[config.mk]
export PLATFORM = sky130hd
export DESIGN_NAME = ascd_decoder
export DESIGN_NICKNAME = d
export VERILOG_FILES = /design/src/design/ascd_pkg.sv /design/src/design/ascd_byte_rx.sv /design/src/design/ascd_decoder.sv
export SDC_FILE = /design/constraint.sdc
export NUM_CORES = 1
export LEC_CHECK = 0
export BUFFER_PORTS_ARGS = -buffer_cell sky130_fd_sc_hd__buf_2
export CAP_MARGIN = 20
export CORE_MARGIN = 2
export CORE_UTILIZATION = 25
export DETAILED_ROUTE_END_ITERATION = 8
export HOLD_SLACK_MARGIN = 0.05
export PLACE_DENSITY = 0.34
export SYNTH_ARGS = -nofsm -noshare
export SYNTH_HDL_FRONTEND = slang
export SYNTH_SLANG_ARGS = --single-unit
[constraint.sdc]
create_clock -name clk_i -period 5.9 [get_ports clk_i]
set_input_delay 0.885 -clock clk_i [delete_from_list [all_inputs] [get_ports clk_i]]
set_output_delay 0.885 -clock clk_i [all_outputs]
set_load 0.02 [all_outputs]
[src/design/ascd_pkg.sv]
// Notes on behaviour
// RULE_01 - All-bank checksum adds every bank byte, keeps low eight bits, drops carry.
// RULE_02 - All-bank checksum masks no bits; every stored bit contributes.
// RULE_03 - Combined self calibration updates both offset and gain registers.
// RULE_04 - Offset self calibration updates only the offset register.
// RULE_05 - Gain self calibration updates only the gain register.
// RULE_06 - System offset calibration stores compensating offset from zero input.
// RULE_07 - System gain calibration stores compensating gain from reference input.
// RULE_08 - Synchronise command realigns conversion and ready timing to serial clock edge.
// RULE_09 - Sleep command enters sleep until the wakeup command arrives.
// RULE_10 - Host keeps serial clock idle during sleep except to send wakeup.
// RULE_11 - Wakeup command leaves sleep and resumes normal operation.
// RULE_12 - Reset command returns configuration registers to power-up values.
// RULE_13 - Reset command also ends continuous data output mode.
// RULE_14 - Reset command leaves memory banks unchanged.
// RULE_15 - Undefined rows and unassigned codes are reserved and define nothing.
// RULE_16 - Continuous mode outputs each result on ready until stop or reset.
// RULE_17 - Reserved opcodes change nothing; decoder waits for the next byte.
package ascd_pkg;
    localparam logic [7:0] OP_RDATAC = 8'h03;
    localparam logic [7:0] OP_STOPC = 8'h0f;
    localparam logic [7:0] OP_ALL_BANK_CSUM = 8'he8;
    localparam logic [7:0] OP_SELF_CAL_BOTH = 8'hf0;
    localparam logic [7:0] OP_SELF_CAL_OFFSET = 8'hf1;
    localparam logic [7:0] OP_SELF_CAL_GAIN = 8'hf2;
    localparam logic [7:0] OP_SYSTEM_CAL_OFFSET = 8'hf3;
    localparam logic [7:0] OP_SYSTEM_CAL_GAIN = 8'hf4;
    localparam logic [7:0] OP_WAKEUP = 8'hfb;
    localparam logic [7:0] OP_DSYNC = 8'hfc;
    localparam logic [7:0] OP_SLEEP = 8'hfd;
    localparam logic [7:0] OP_RESET = 8'hfe;
    localparam int BANKS = 8;
    localparam int BANK_BYTES = 16;
    localparam logic [7:0] CSUM_RST = 8'h00;
    localparam logic [2:0] CAL_NONE = 3'h0;

    // Calibration request: which correction registers the engine refreshes.
    typedef struct packed {
        logic go;
        logic offset;
        logic gain;
        logic system;
    } ascd_cal_t;

    typedef enum logic [3:0] {
        ST_IDLE = 4'b0001,
        ST_SUM = 4'b0010,
        ST_SLEEP = 4'b0100,
        ST_DONE = 4'b1000
    } ascd_state_t;
endpackage : ascd_pkg

[src/design/ascd_byte_rx.sv]
`timescale 1ns/1ps
// Serial receiver: samples the link clock on clk_i and shifts MSB first on rising edges.
module ascd_byte_rx
(
    input wire logic clk_i,
    input wire logic srst_i,
    input wire logic sclk_i,
    input wire logic cs_n_i,
    input wire logic din_i,
    output logic byte_vld_o,
    output logic [7:0] byte_o,
    output logic sclk_rise_o
);
    logic [2:0] sclk_s_r;
    logic [1:0] cs_s_r;
    logic [1:0] din_s_r;
    logic [2:0] cnt_r, cnt_nxt;
    logic [7:0] sh_r, sh_nxt;
    logic vld_r, vld_nxt;
    logic rise;

    assign rise = sclk_s_r[1] & ~sclk_s_r[2];

    always_comb
    begin
        cnt_nxt = cnt_r;
        sh_nxt = sh_r;
        vld_nxt = 1'b0;
        if (cs_s_r[1])
        begin
            cnt_nxt = 3'h0;
        end
        else if (rise)
        begin
            sh_nxt = {sh_r[6:0], din_s_r[1]};
            cnt_nxt = cnt_r + 3'h1;
            vld_nxt = (cnt_r == 3'h7);
        end
    end

    always_ff @(posedge clk_i)
    begin
        sclk_s_r <= {sclk_s_r[1:0], sclk_i};
        cs_s_r <= {cs_s_r[0], cs_n_i};
        din_s_r <= {din_s_r[0], din_i};
        if (srst_i)
        begin
            cnt_r <= 3'h0;
            sh_r <= 8'h00;
            vld_r <= 1'b0;
        end
        else
        begin
            cnt_r <= cnt_nxt;
            sh_r <= sh_nxt;
            vld_r <= vld_nxt;
        end
    end

    assign byte_vld_o = vld_r;
    assign byte_o = sh_r;
    assign sclk_rise_o = rise;
endmodule : ascd_byte_rx

[src/design/ascd_decoder.sv]
`timescale 1ns/1ps
module ascd_decoder
#(
    parameter int NUM_BANKS = ascd_pkg::BANKS,
    parameter int BYTES_PER_BANK = ascd_pkg::BANK_BYTES
)
(
    input wire logic clk_i,
    input wire logic srst_i,
    input wire logic sclk_i,
    input wire logic cs_n_i,
    input wire logic din_i,
    input wire logic bank_we_i,
    input wire logic [$clog2(NUM_BANKS*BYTES_PER_BANK)-1:0] bank_waddr_i,
    input wire logic [7:0] bank_wdata_i,
    input wire logic cal_done_i,
    output ascd_pkg::ascd_cal_t cal_req_o,
    output logic [7:0] checksum_o,
    output logic checksum_vld_o,
    output logic sync_o,
    output logic sleep_o,
    output logic cont_mode_o,
    output logic cfg_reset_o,
    output logic cal_busy_o
);
    import ascd_pkg::*;

    localparam int DEPTH = NUM_BANKS * BYTES_PER_BANK;
    localparam int AW = $clog2(DEPTH);

    ////////////////////////////////////////////////////////////////////////////
    logic byte_vld;
    logic [7:0] byte_d;
    logic sclk_rise;

    ascd_byte_rx u_rx
    (
        .clk_i(clk_i),
        .srst_i(srst_i),
        .sclk_i(sclk_i),
        .cs_n_i(cs_n_i),
        .din_i(din_i),
        .byte_vld_o(byte_vld),
        .byte_o(byte_d),
        .sclk_rise_o(sclk_rise)
    );

    // Bank storage is never cleared, so the reset command keeps it intact.
    logic [7:0] bank_mem [DEPTH]; // [RULE_14]
    always_ff @(posedge clk_i)
    begin
        if (bank_we_i)
        begin
            bank_mem[bank_waddr_i] <= bank_wdata_i;
        end
    end

    ////////////////////////////////////////////////////////////////////////////
    ascd_state_t st_r, st_nxt;
    logic [AW-1:0] idx_r, idx_nxt;
    logic [7:0] acc_r, acc_nxt;
    logic [7:0] csum_r, csum_nxt;
    logic csv_r, csv_nxt;
    ascd_cal_t cal_r, cal_nxt;
    logic busy_r, busy_nxt;
    logic sync_r, sync_nxt;
    logic cont_r, cont_nxt;
    logic cfgrst_r, cfgrst_nxt;
    logic slp_r, slp_nxt;

    always_comb
    begin
        st_nxt = st_r;
        idx_nxt = idx_r;
        acc_nxt = acc_r;
        csum_nxt = csum_r;
        csv_nxt = 1'b0;
        cal_nxt = '0;
        busy_nxt = busy_r & ~cal_done_i;
        // The sync level holds until the first serial clock rise after the command. [RULE_08]
        sync_nxt = sync_r & ~sclk_rise;
        cont_nxt = cont_r;
        cfgrst_nxt = 1'b0;
        unique case (st_r)
            ST_IDLE:
            begin
                if (byte_vld)
                begin
                    // Any code not matched below falls through untouched. [RULE_15] [RULE_17]
                    unique case (byte_d)
                        OP_ALL_BANK_CSUM:
                        begin
                            idx_nxt = '0;
                            acc_nxt = CSUM_RST;
                            st_nxt = ST_SUM;
                        end
                        OP_SELF_CAL_BOTH:
                        begin
                            cal_nxt = '{go: 1'b1, offset: 1'b1, gain: 1'b1, system: 1'b0}; // [RULE_03]
                            busy_nxt = 1'b1;
                        end
                        OP_SELF_CAL_OFFSET:
                        begin
                            cal_nxt = '{go: 1'b1, offset: 1'b1, gain: 1'b0, system: 1'b0}; // [RULE_04]
                            busy_nxt = 1'b1;
                        end
                        OP_SELF_CAL_GAIN:
                        begin
                            cal_nxt = '{go: 1'b1, offset: 1'b0, gain: 1'b1, system: 1'b0}; // [RULE_05]
                            busy_nxt = 1'b1;
                        end
                        OP_SYSTEM_CAL_OFFSET:
                        begin
                            cal_nxt = '{go: 1'b1, offset: 1'b1, gain: 1'b0, system: 1'b1}; // [RULE_06]
                            busy_nxt = 1'b1;
                        end
                        OP_SYSTEM_CAL_GAIN:
                        begin
                            cal_nxt = '{go: 1'b1, offset: 1'b0, gain: 1'b1, system: 1'b1}; // [RULE_07]
                            busy_nxt = 1'b1;
                        end
                        OP_DSYNC: sync_nxt = 1'b1;
                        OP_SLEEP: st_nxt = ST_SLEEP; // [RULE_09]
                        OP_RDATAC: cont_nxt = 1'b1; // [RULE_16]
                        OP_STOPC: cont_nxt = 1'b0; // [RULE_16]
                        OP_RESET:
                        begin
                            cfgrst_nxt = 1'b1; // [RULE_12]
                            cont_nxt = 1'b0; // [RULE_13]
                        end
                        default: ;
                    endcase
                end
            end
            ST_SUM:
            begin
                // Plain 8-bit add: carry discarded, no bit masked. [RULE_01] [RULE_02]
                acc_nxt = acc_r + bank_mem[idx_r];
                idx_nxt = idx_r + AW'(1);
                if (idx_r == AW'(DEPTH - 1))
                begin
                    st_nxt = ST_DONE;
                end
            end
            ST_DONE:
            begin
                csum_nxt = acc_r;
                csv_nxt = 1'b1;
                st_nxt = ST_IDLE;
            end
            ST_SLEEP:
            begin
                // Relies on the host keeping the link clock idle except for wakeup. [RULE_10]
                if (byte_vld && byte_d == OP_WAKEUP)
                begin
                    st_nxt = ST_IDLE; // [RULE_11]
                end
            end
            default: st_nxt = ST_IDLE;
        endcase
        slp_nxt = (st_nxt == ST_SLEEP); // [RULE_09]
    end

    always_ff @(posedge clk_i)
    begin
        if (srst_i)
        begin
            st_r <= ST_IDLE;
            idx_r <= '0;
            acc_r <= CSUM_RST;
            csum_r <= CSUM_RST;
            csv_r <= 1'b0;
            cal_r <= '0;
            busy_r <= 1'b0;
            sync_r <= 1'b0;
            cont_r <= 1'b0;
            cfgrst_r <= 1'b0;
            slp_r <= 1'b0;
        end
        else
        begin
            st_r <= st_nxt;
            idx_r <= idx_nxt;
            acc_r <= acc_nxt;
            csum_r <= csum_nxt;
            csv_r <= csv_nxt;
            cal_r <= cal_nxt;
            busy_r <= busy_nxt;
            sync_r <= sync_nxt;
            cont_r <= cont_nxt;
            cfgrst_r <= cfgrst_nxt;
            slp_r <= slp_nxt;
        end
    end

    assign cal_req_o = cal_r;
    assign checksum_o = csum_r;
    assign checksum_vld_o = csv_r;
    assign sync_o = sync_r;
    assign sleep_o = slp_r;
    assign cont_mode_o = cont_r;
    assign cfg_reset_o = cfgrst_r;
    assign cal_busy_o = busy_r;
endmodule : ascd_decoder

==> out/summary.txt, run 1 <==
WORST SETUP PATH
----------------------------------------------------------------------------------------------------
Worst path required time ..............................................................      6.49 ns
End point of the critical path ........................................................     acc_r[7]
Largest driver fanout on the critical path ............................................           31
Crit path kind ........................................................................   reg -> reg
Arrival time of data at the critical path endpoint ....................................      5.57 ns
Type of destination of the critical path ..............................................    flip-flop
Element type at the critical path start ...............................................    flip-flop
R2R setup slack .......................................................................      0.92 ns
Cell count of the worst reg-to-reg path ...............................................           14
Destination of the worst register-to-register timing path .............................     acc_r[7]

TIMING
----------------------------------------------------------------------------------------------------
Worst-case hold slack .................................................................     0.264 ns
# setup viols final ...................................................................            0
Relative slew margins .................................................................        0.253
F_max .................................................................................      201 MHz
Final Max Tran Viols ..................................................................            0
Setup Total Neg Slack .................................................................         0 ns
Final hold violation count ............................................................            0
Fin crit period .......................................................................      4.98 ns
Final clock period utilization by the worst path ......................................        0.844
Setup repair after global routing missed its margin ...................................           no
Worst clock skew ......................................................................    0.0176 ns
Slew at the pin closest to its max-slew limit .........................................      1.12 ns

GRT
----------------------------------------------------------------------------------------------------
Total global routing track utilization ................................................        0.143
Pin count of the biggest net entering global routing ..................................           89
Wire length of the first global-routing pass ..........................................    173000 um
Number of global-route vias before repair .............................................        21400
Antenna violations before repair ......................................................           13
Leftover overflow at the end of global routing ........................................            0

DIE
----------------------------------------------------------------------------------------------------
Width of the die ......................................................................       414 um
Area of the die .......................................................................  0.172 sq mm
Number of placed I/O pins .............................................................           40
Height of the chip ....................................................................       414 um
Initial standard-cell utilization of the core .........................................        0.252
Std-Cell Core Area ....................................................................  0.167 sq mm
Count of standard-cell rows ...........................................................          150

CELLS AND AREA
----------------------------------------------------------------------------------------------------
FILL cells ............................................................................        16200
Synthesis-to-layout area growth .......................................................        18.2%
Final standard cell count with taps included and fillers excluded .....................         4432
Fraction of the core area covered by cells at the end of the flow .....................        0.297
Final Net Count .......................................................................         2160
Fraction of layout cells with a size suffix above 1 ...................................        0.298

POWER
----------------------------------------------------------------------------------------------------
Pwr Total .............................................................................     0.0163 W
P per Cell Area .......................................................................  329 mW/mm^2
VDD IR max ............................................................................       261 uV
Leakage component of the power ........................................................      14.9 nW

LOGIC SYNTHESIS
----------------------------------------------------------------------------------------------------
Dominant cell by count in the synthesized netlist ..................................... sky130_fd_sc_hd__edfxtp_1
Net count after synthesis .............................................................         1982
Post-synth ARST share .................................................................            0
Share of the synthesized area in the top cell type ....................................        0.731
Area leader, netlist .................................................................. sky130_fd_sc_hd__edfxtp_1
Post-synthesis average cell area ......................................................   21.6 sq um
Commonest cells post-synth ............................................................ sky130_fd_sc_hd__edfxtp_1 (1024), sky130_fd_sc_hd__mux4_2 (317), sky130_fd_sc_hd__nor2_1 (149)
Ys Warns ..............................................................................            0
Cell variety after synth ..............................................................           49
Netlist area before placement ......................................................... 0.0421 sq mm
Post-synth EDFFs ......................................................................         1024
Primary flip-flop cell chosen by synthesis mapping .................................... sky130_fd_sc_hd__edfxtp_1
Flops & latches, synth ................................................................         1087
Largest cells by area after synthesis ................................................. sky130_fd_sc_hd__edfxtp_1 (73%), sky130_fd_sc_hd__mux4_2 (17%), sky130_fd_sc_hd__dfxtp_1 (3.0%), sky130_fd_sc_hd__nor2_1 (1.3%), sky130_fd_sc_hd__mux2i_1 (0.76%)
Post-Syn Instances ....................................................................         1949
Proportion of synthesized chip area in sequential cells ...............................        0.761

CLOCKING
----------------------------------------------------------------------------------------------------
Post-cts hold buffer count ............................................................            0
Number of setup buffers added after CTS ...............................................            0
Worst skew pair latency ...............................................................      0.73 ns
Clock buffers created by TritonCTS ....................................................          132
Clock-pin slew reported for the worst setup and hold paths after clock tree synthesis .      0.06 ns
Number of buffers between clock root and the deepest sink .............................            3
Level count of the clock H-tree .......................................................            4
Gates resized, CTS repair .............................................................            0
Clock tree from TritonCTS .............................................................         done
CTS Root Buffer Type .................................................................. sky130_fd_sc_hd__clkbuf_16
Number of clock sinks .................................................................         1087

DETAILED ROUTING
----------------------------------------------------------------------------------------------------
WL/cell ...............................................................................      27.8 um
Antenna viol nets, final ..............................................................            0
Post-detailed-route DRC marker count ..................................................            0
Avg Vias per Cell .....................................................................         4.56
First DRT Iteration DRCs ..............................................................         1735
Wire length reported by the detailed router ...........................................    123000 um
DRT Pass-1 Iters ......................................................................            5
Routed vias ...........................................................................        20200

RUN STATUS
----------------------------------------------------------------------------------------------------
Outcome ............................................................................... finished clean

PLACED DESIGN
----------------------------------------------------------------------------------------------------
Count of buffers from port buffering ..................................................           39
Dpl cells .............................................................................         4188
Routability Congestion ................................................................        0.767
Half-perimeter wire length after placement ............................................     79000 um

MIN PATH
----------------------------------------------------------------------------------------------------
Worst hold-check path type ............................................................    in -> reg

FLOW RUN
----------------------------------------------------------------------------------------------------
Max Cap Violations ....................................................................            0

registers in the layout (all words and copies together), names as in the netlist, named ones only:
signal           cells
acc_r                8
bank_mem          1024
cal_busy_o           1
cal_req_o            4
cfg_reset_o          1
checksum_o           8
checksum_vld_o       1
cont_mode_o          1
idx_r                7
sleep_o              1
st_r                 4
sync_o               1
u_rx.byte_o          8
u_rx.byte_vld_o      1
u_rx.cnt_r           3
u_rx.cs_s_r          2
u_rx.din_s_r         2
u_rx.sclk_s_r        3
report_power, final:
part           switching [W]  total (W)  leakage (nW)  internal, W
registers         0.00000807    0.00847          9.72      0.00846
logic               0.000194   0.000225          3.17    0.0000309
clock network        0.00319    0.00765          1.98      0.00445
logic make-up after synthesis:
kind of cell,after synthesis,share of synthesized area
simple gates,309,0.0331
fa+ha+maj,11,0.00345
xor+xnor,10,0.00208
compound gates,66,0.00999
mux,357,0.179
flops,1087,0.761
buf+inv,109,0.0109
per-layer routing:
layer	up-vias	share of wire	GRT usage
met5	-	0.00011	0
met1	11000	0.45	0.196
met3	170	0.052	0.0304
met4	2	0.025	0.0440
li1	8523	-	-
met2	517	0.47	0.229
layout by cell type, fill, tap and decap left out, drive strengths merged, types with 6 or more instances in the layout:
cell type,count
nor4b,8
nand2,53
buf,142
nor2b,12
clkinv,54
bufinv,6
inv,14
mux2,8
nor3,22
clkbuf,167
nor4,6
mux2i,32
mux4,317
nand4,8
edfxtp,1024
a21oi,30
nand2b,9
nand3,29
o21ai,6
dfxtp,63
ha,10
nor2,149
per-stage QoR:
| stage | area, sq um | worst slack (ns) |
|---|---|---|
| 2_1_floorplan | 42100 | 1.63 |
| 3_3_place_gp | 45400 | 0.824 |
| 3_5_place_dp | 45600 | 0.853 |
| 4_1_cts | 49600 | 0.848 |
| 5_1_grt | 49700 | 0.547 |
| 6_report | 49700 | 0.921 |
how the worst min path moves through the flow:
stage          slack [ns]               end              from  cells after the start
2_1_floorplan        0.31    u_rx.cs_s_r[1]    u_rx.cs_s_r[0]                      0
3_5_place_dp         0.31   u_rx.din_s_r[1]   u_rx.din_s_r[0]                      0
6_report             0.26    u_rx.cs_s_r[0]            cs_n_i                      1
3_3_place_gp         0.32  u_rx.sclk_s_r[1]  u_rx.sclk_s_r[0]                      0
4_1_cts              0.19    u_rx.cs_s_r[0]            cs_n_i                      1
5_1_grt              0.21    u_rx.cs_s_r[0]            cs_n_i                      1
critical path, stage by stage, from the launching register on:
cell and delay, ns:
sky130_fd_sc_hd__dfxtp_4 0.79, sky130_fd_sc_hd__buf_12 0.33, sky130_fd_sc_hd__buf_4 0.35, sky130_fd_sc_hd__mux4_2 0.55
sky130_fd_sc_hd__mux4_2 0.58, sky130_fd_sc_hd__mux4_2 0.49, sky130_fd_sc_hd__mux2_2 0.30, sky130_fd_sc_hd__ha_1 0.31
sky130_fd_sc_hd__inv_1 0.09, sky130_fd_sc_hd__o21bai_1 0.08, sky130_fd_sc_hd__a21oi_1 0.28, sky130_fd_sc_hd__o21a_1 0.21
sky130_fd_sc_hd__nor4_1 0.05, sky130_fd_sc_hd__o21ai_0 0.18, sky130_fd_sc_hd__o311ai_0 0.14
final cells by class:
type,instances,area [sq um],share of cell area
Timing Repair Buffer,144,1220,0.0246
Antenna cell,4,10.0,0.000201
Sequential cell,1087,32000,0.644
Clock buffer,165,3490,0.0702
Clock inverter,66,531,0.0107
Tap cell,2204,2760,0.0555
Inverter,9,36.3,0.000730
Multi-Input combinational cell,753,9650,0.194
Power figures use the tool's default switching activity.
==> inputs of run 2 (changes only) <==
==> constraint.sdc (replaced) <==
create_clock -name clk_i -period 4.8 [get_ports clk_i]
set_input_delay 0.72 -clock clk_i [delete_from_list [all_inputs] [get_ports clk_i]]
set_output_delay 0.72 -clock clk_i [all_outputs]
set_load 0.02 [all_outputs]
==> out/summary.txt, run 2 (synthesis gave the netlist of run 1 again) <==
DETAILED ROUTING
----------------------------------------------------------------------------------------------------
First DRT Iteration DRCs ..............................................................         1661   -4.3%
DRT Pass-1 Iters ......................................................................            5   unchanged
Avg Vias per Cell .....................................................................         4.55   -0.19%
Routed vias ...........................................................................        20400   +0.85%
WL/cell ...............................................................................      27.2 um   -2.1%
Post-detailed-route DRC marker count ..................................................            0   unchanged
Antenna viol nets, final ..............................................................            0   unchanged
Wire length reported by the detailed router ...........................................    122000 um   -1.1%

GRT
----------------------------------------------------------------------------------------------------
Wire length of the first global-routing pass ..........................................    172000 um   -0.86%
Pin count of the biggest net entering global routing ..................................          129   +45%
Number of global-route vias before repair .............................................        21400   +0.16%
Leftover overflow at the end of global routing ........................................            0   unchanged
Total global routing track utilization ................................................        0.142   -0.00108
Antenna violations before repair ......................................................           13   unchanged

PLACED DESIGN
----------------------------------------------------------------------------------------------------
Half-perimeter wire length after placement ............................................     79700 um   +0.90%
Count of buffers from port buffering ..................................................           39   unchanged
Routability Congestion ................................................................        0.785   +2.4%
Worst setup timing slack at the placement stage .......................................     0.226 ns   -0.627 ns

DIE
----------------------------------------------------------------------------------------------------
Std-Cell Core Area ....................................................................  0.167 sq mm   unchanged
Area of the die .......................................................................  0.172 sq mm   unchanged
Height of the chip ....................................................................       414 um   unchanged
Count of standard-cell rows ...........................................................          150   unchanged
Number of placed I/O pins .............................................................           40   unchanged
Initial standard-cell utilization of the core .........................................        0.252   unchanged
Width of the die ......................................................................       414 um   unchanged

WORST SETUP PATH
----------------------------------------------------------------------------------------------------
Cell count of the worst reg-to-reg path ...............................................           14   unchanged
Cell type of the slowest stage on the worst timing path ............................... sky130_fd_sc_hd__mux4_2
R2R setup slack .......................................................................      0.23 ns   -0.70 ns
Element type at the critical path start ...............................................    flip-flop
Worst path most repeated cell ......................................................... sky130_fd_sc_hd__mux4_2
Worst path required time ..............................................................      5.40 ns   -1.09 ns
Buf/Inv on CP .........................................................................            2   -1
Arrival time of data at the critical path endpoint ....................................      5.18 ns   -0.39 ns
Largest driver fanout on the critical path ............................................           22   -29%
Sequence of cells on the critical path ................................................ buf_12 -> buf_12 -> mux4_2 -> mux4_2 -> mux4_2 -> mux2_2 -> ha_1 -> a21oi_1 -> o21bai_1 -> a21oi_1 -> o21a_1 -> nor4_1 -> o21ai_0 -> o311ai_0
Type of destination of the critical path ..............................................    flip-flop
Crit path kind ........................................................................   reg -> reg
Crit-path max cell delay ..............................................................      0.56 ns   -0.23 ns
CP top delay family ................................................................... multiplexers
Destination of the worst register-to-register timing path .............................     acc_r[7]

CELLS AND AREA
----------------------------------------------------------------------------------------------------
Largest register FFs ..................................................................         1024   unchanged
Synthesis-to-layout area growth .......................................................        19.4%
Most common cell after layout, fill and taps aside .................................... sky130_fd_sc_hd__edfxtp_1
FILL cells ............................................................................        16100   -0.16%
Biggest register ......................................................................     bank_mem
Fraction of layout cells with a size suffix above 1 ...................................        0.309   +0.0118
Final Net Count .......................................................................         2204   +2.0%
Most used cells in the layout excluding fill and tap cells ............................ sky130_fd_sc_hd__edfxtp_1 (1024), sky130_fd_sc_hd__mux4_2 (317), sky130_fd_sc_hd__nor2_1 (149)

RUN STATUS
----------------------------------------------------------------------------------------------------
Outcome ............................................................................... finished clean

FLOW RUN
----------------------------------------------------------------------------------------------------
Max Cap Violations ....................................................................            0   unchanged

POWER
----------------------------------------------------------------------------------------------------
VDD IR max ............................................................................       241 uV   -7.8%
P per Cell Area .......................................................................  404 mW/mm^2   +23%
Leakage component of the power ........................................................      15.1 nW   +1.8%

TIMING
----------------------------------------------------------------------------------------------------
Setup Total Neg Slack .................................................................         0 ns   unchanged
Fin crit period .......................................................................      4.57 ns   -0.405 ns
Final clock period utilization by the worst path ......................................        0.953   +0.109
Slew at the pin closest to its max-slew limit .........................................      1.09 ns   -0.0274 ns
Worst clock skew ......................................................................    0.0195 ns   +0.00195 ns
Setup ws final ........................................................................     0.225 ns   -0.695 ns
# setup viols final ...................................................................            0   unchanged
F_max .................................................................................      219 MHz   +8.8%
Relative slew margins .................................................................        0.271   +0.0183
Final hold violation count ............................................................            0   unchanged
Final Max Tran Viols ..................................................................            0   unchanged
Setup repair after global routing missed its margin ...................................           no

MIN PATH
----------------------------------------------------------------------------------------------------
HP Start ..............................................................................   cal_done_i
Worst hold-check path type ............................................................    in -> reg
Endpoint, Worst Hold ..................................................................   cal_busy_o
Number of cells traversed by the worst hold path ......................................            2   +1

CLOCKING
----------------------------------------------------------------------------------------------------
Level count of the clock H-tree .......................................................            4   unchanged
Worst skew pair latency ...............................................................      0.76 ns   +0.03 ns
Clock-pin slew reported for the worst setup and hold paths after clock tree synthesis .      0.06 ns   about the same
Number of buffers between clock root and the deepest sink .............................            3   unchanged
CTS Root Buffer Type .................................................................. sky130_fd_sc_hd__clkbuf_16
Clock buffers created by TritonCTS ....................................................          130   -1.5%
Gates resized, CTS repair .............................................................            0   unchanged
Number of clock sinks .................................................................         1087   unchanged
Clock tree from TritonCTS .............................................................         done

run 2: how the worst max path moves through the flow:
| stage | start | endpoint | slack, ns | cells after the start |
|---|---|---|---|---|
| finish | flip-flop | acc_r[7] | 0.23 | 14 |
| global route | flip-flop | acc_r[7] | 0.02 | 14 |
| CTS | flip-flop | acc_r[7] | 0.21 | 14 |
| detailed placement | flip-flop | acc_r[7] | 0.23 | 14 |
| global placement | flip-flop | acc_r[7] | 0.19 | 14 |
| floorplan | flip-flop | acc_r[6] | 0.53 | 16 |
run 2: routing by layer:
metal	GRT usage	vias up	routed length, um
met5	0	-	0
met4	0.0462	0	3380
met3	0.0273	176	5480
met2	0.229	500	58200
met1	0.194	11100	54600
li1	-	8620	-
run 2: through the flow:
step / power [W] / area (sq um) / utilization / hold slack (ns) / instances
final: 0.0203 / 50200 / 0.300 / 0.183 / 4478
after global routing: 0.0210 / 50200 / 0.300 / 0.148 / 4477
after CTS: 0.0206 / 50200 / 0.300 / 0.104 / 4472
after global placement: 0.0109 / 46000 / 0.275 / 0.320 / 4233
after detailed placement: 0.0109 / 46000 / 0.275 / 0.315 / 4236
after floorplan: 0.0107 / 42100 / - / 0.310 / 1949
run 2: final cells by class:
| type | instances | area [sq um] | area share |
|---|---|---|---|
| diodes | 2 | 5.00 | 0.0000996 |
| well taps | 2204 | 2760 | 0.0549 |
| multi-input cells | 753 | 9630 | 0.192 |
| clock inverters | 63 | 639 | 0.0127 |
| flip-flops and latches | 1087 | 32000 | 0.638 |
| inverters | 9 | 36.3 | 0.000722 |
| repair buffers | 190 | 1640 | 0.0327 |
| clock buffers | 170 | 3490 | 0.0694 |
run 2: timing repair:
action,CTS,global route
endpoints found under the hold margin,3,0
buffers inserted,0,0
hold buffers,3,0
run 2: power by group:
part | switching, W | internal (W) | total, W
registers | 0.0000101 | 0.0104 | 0.0104
logic | 0.000247 | 0.0000448 | 0.000292
clock network | 0.00389 | 0.00567 | 0.00956
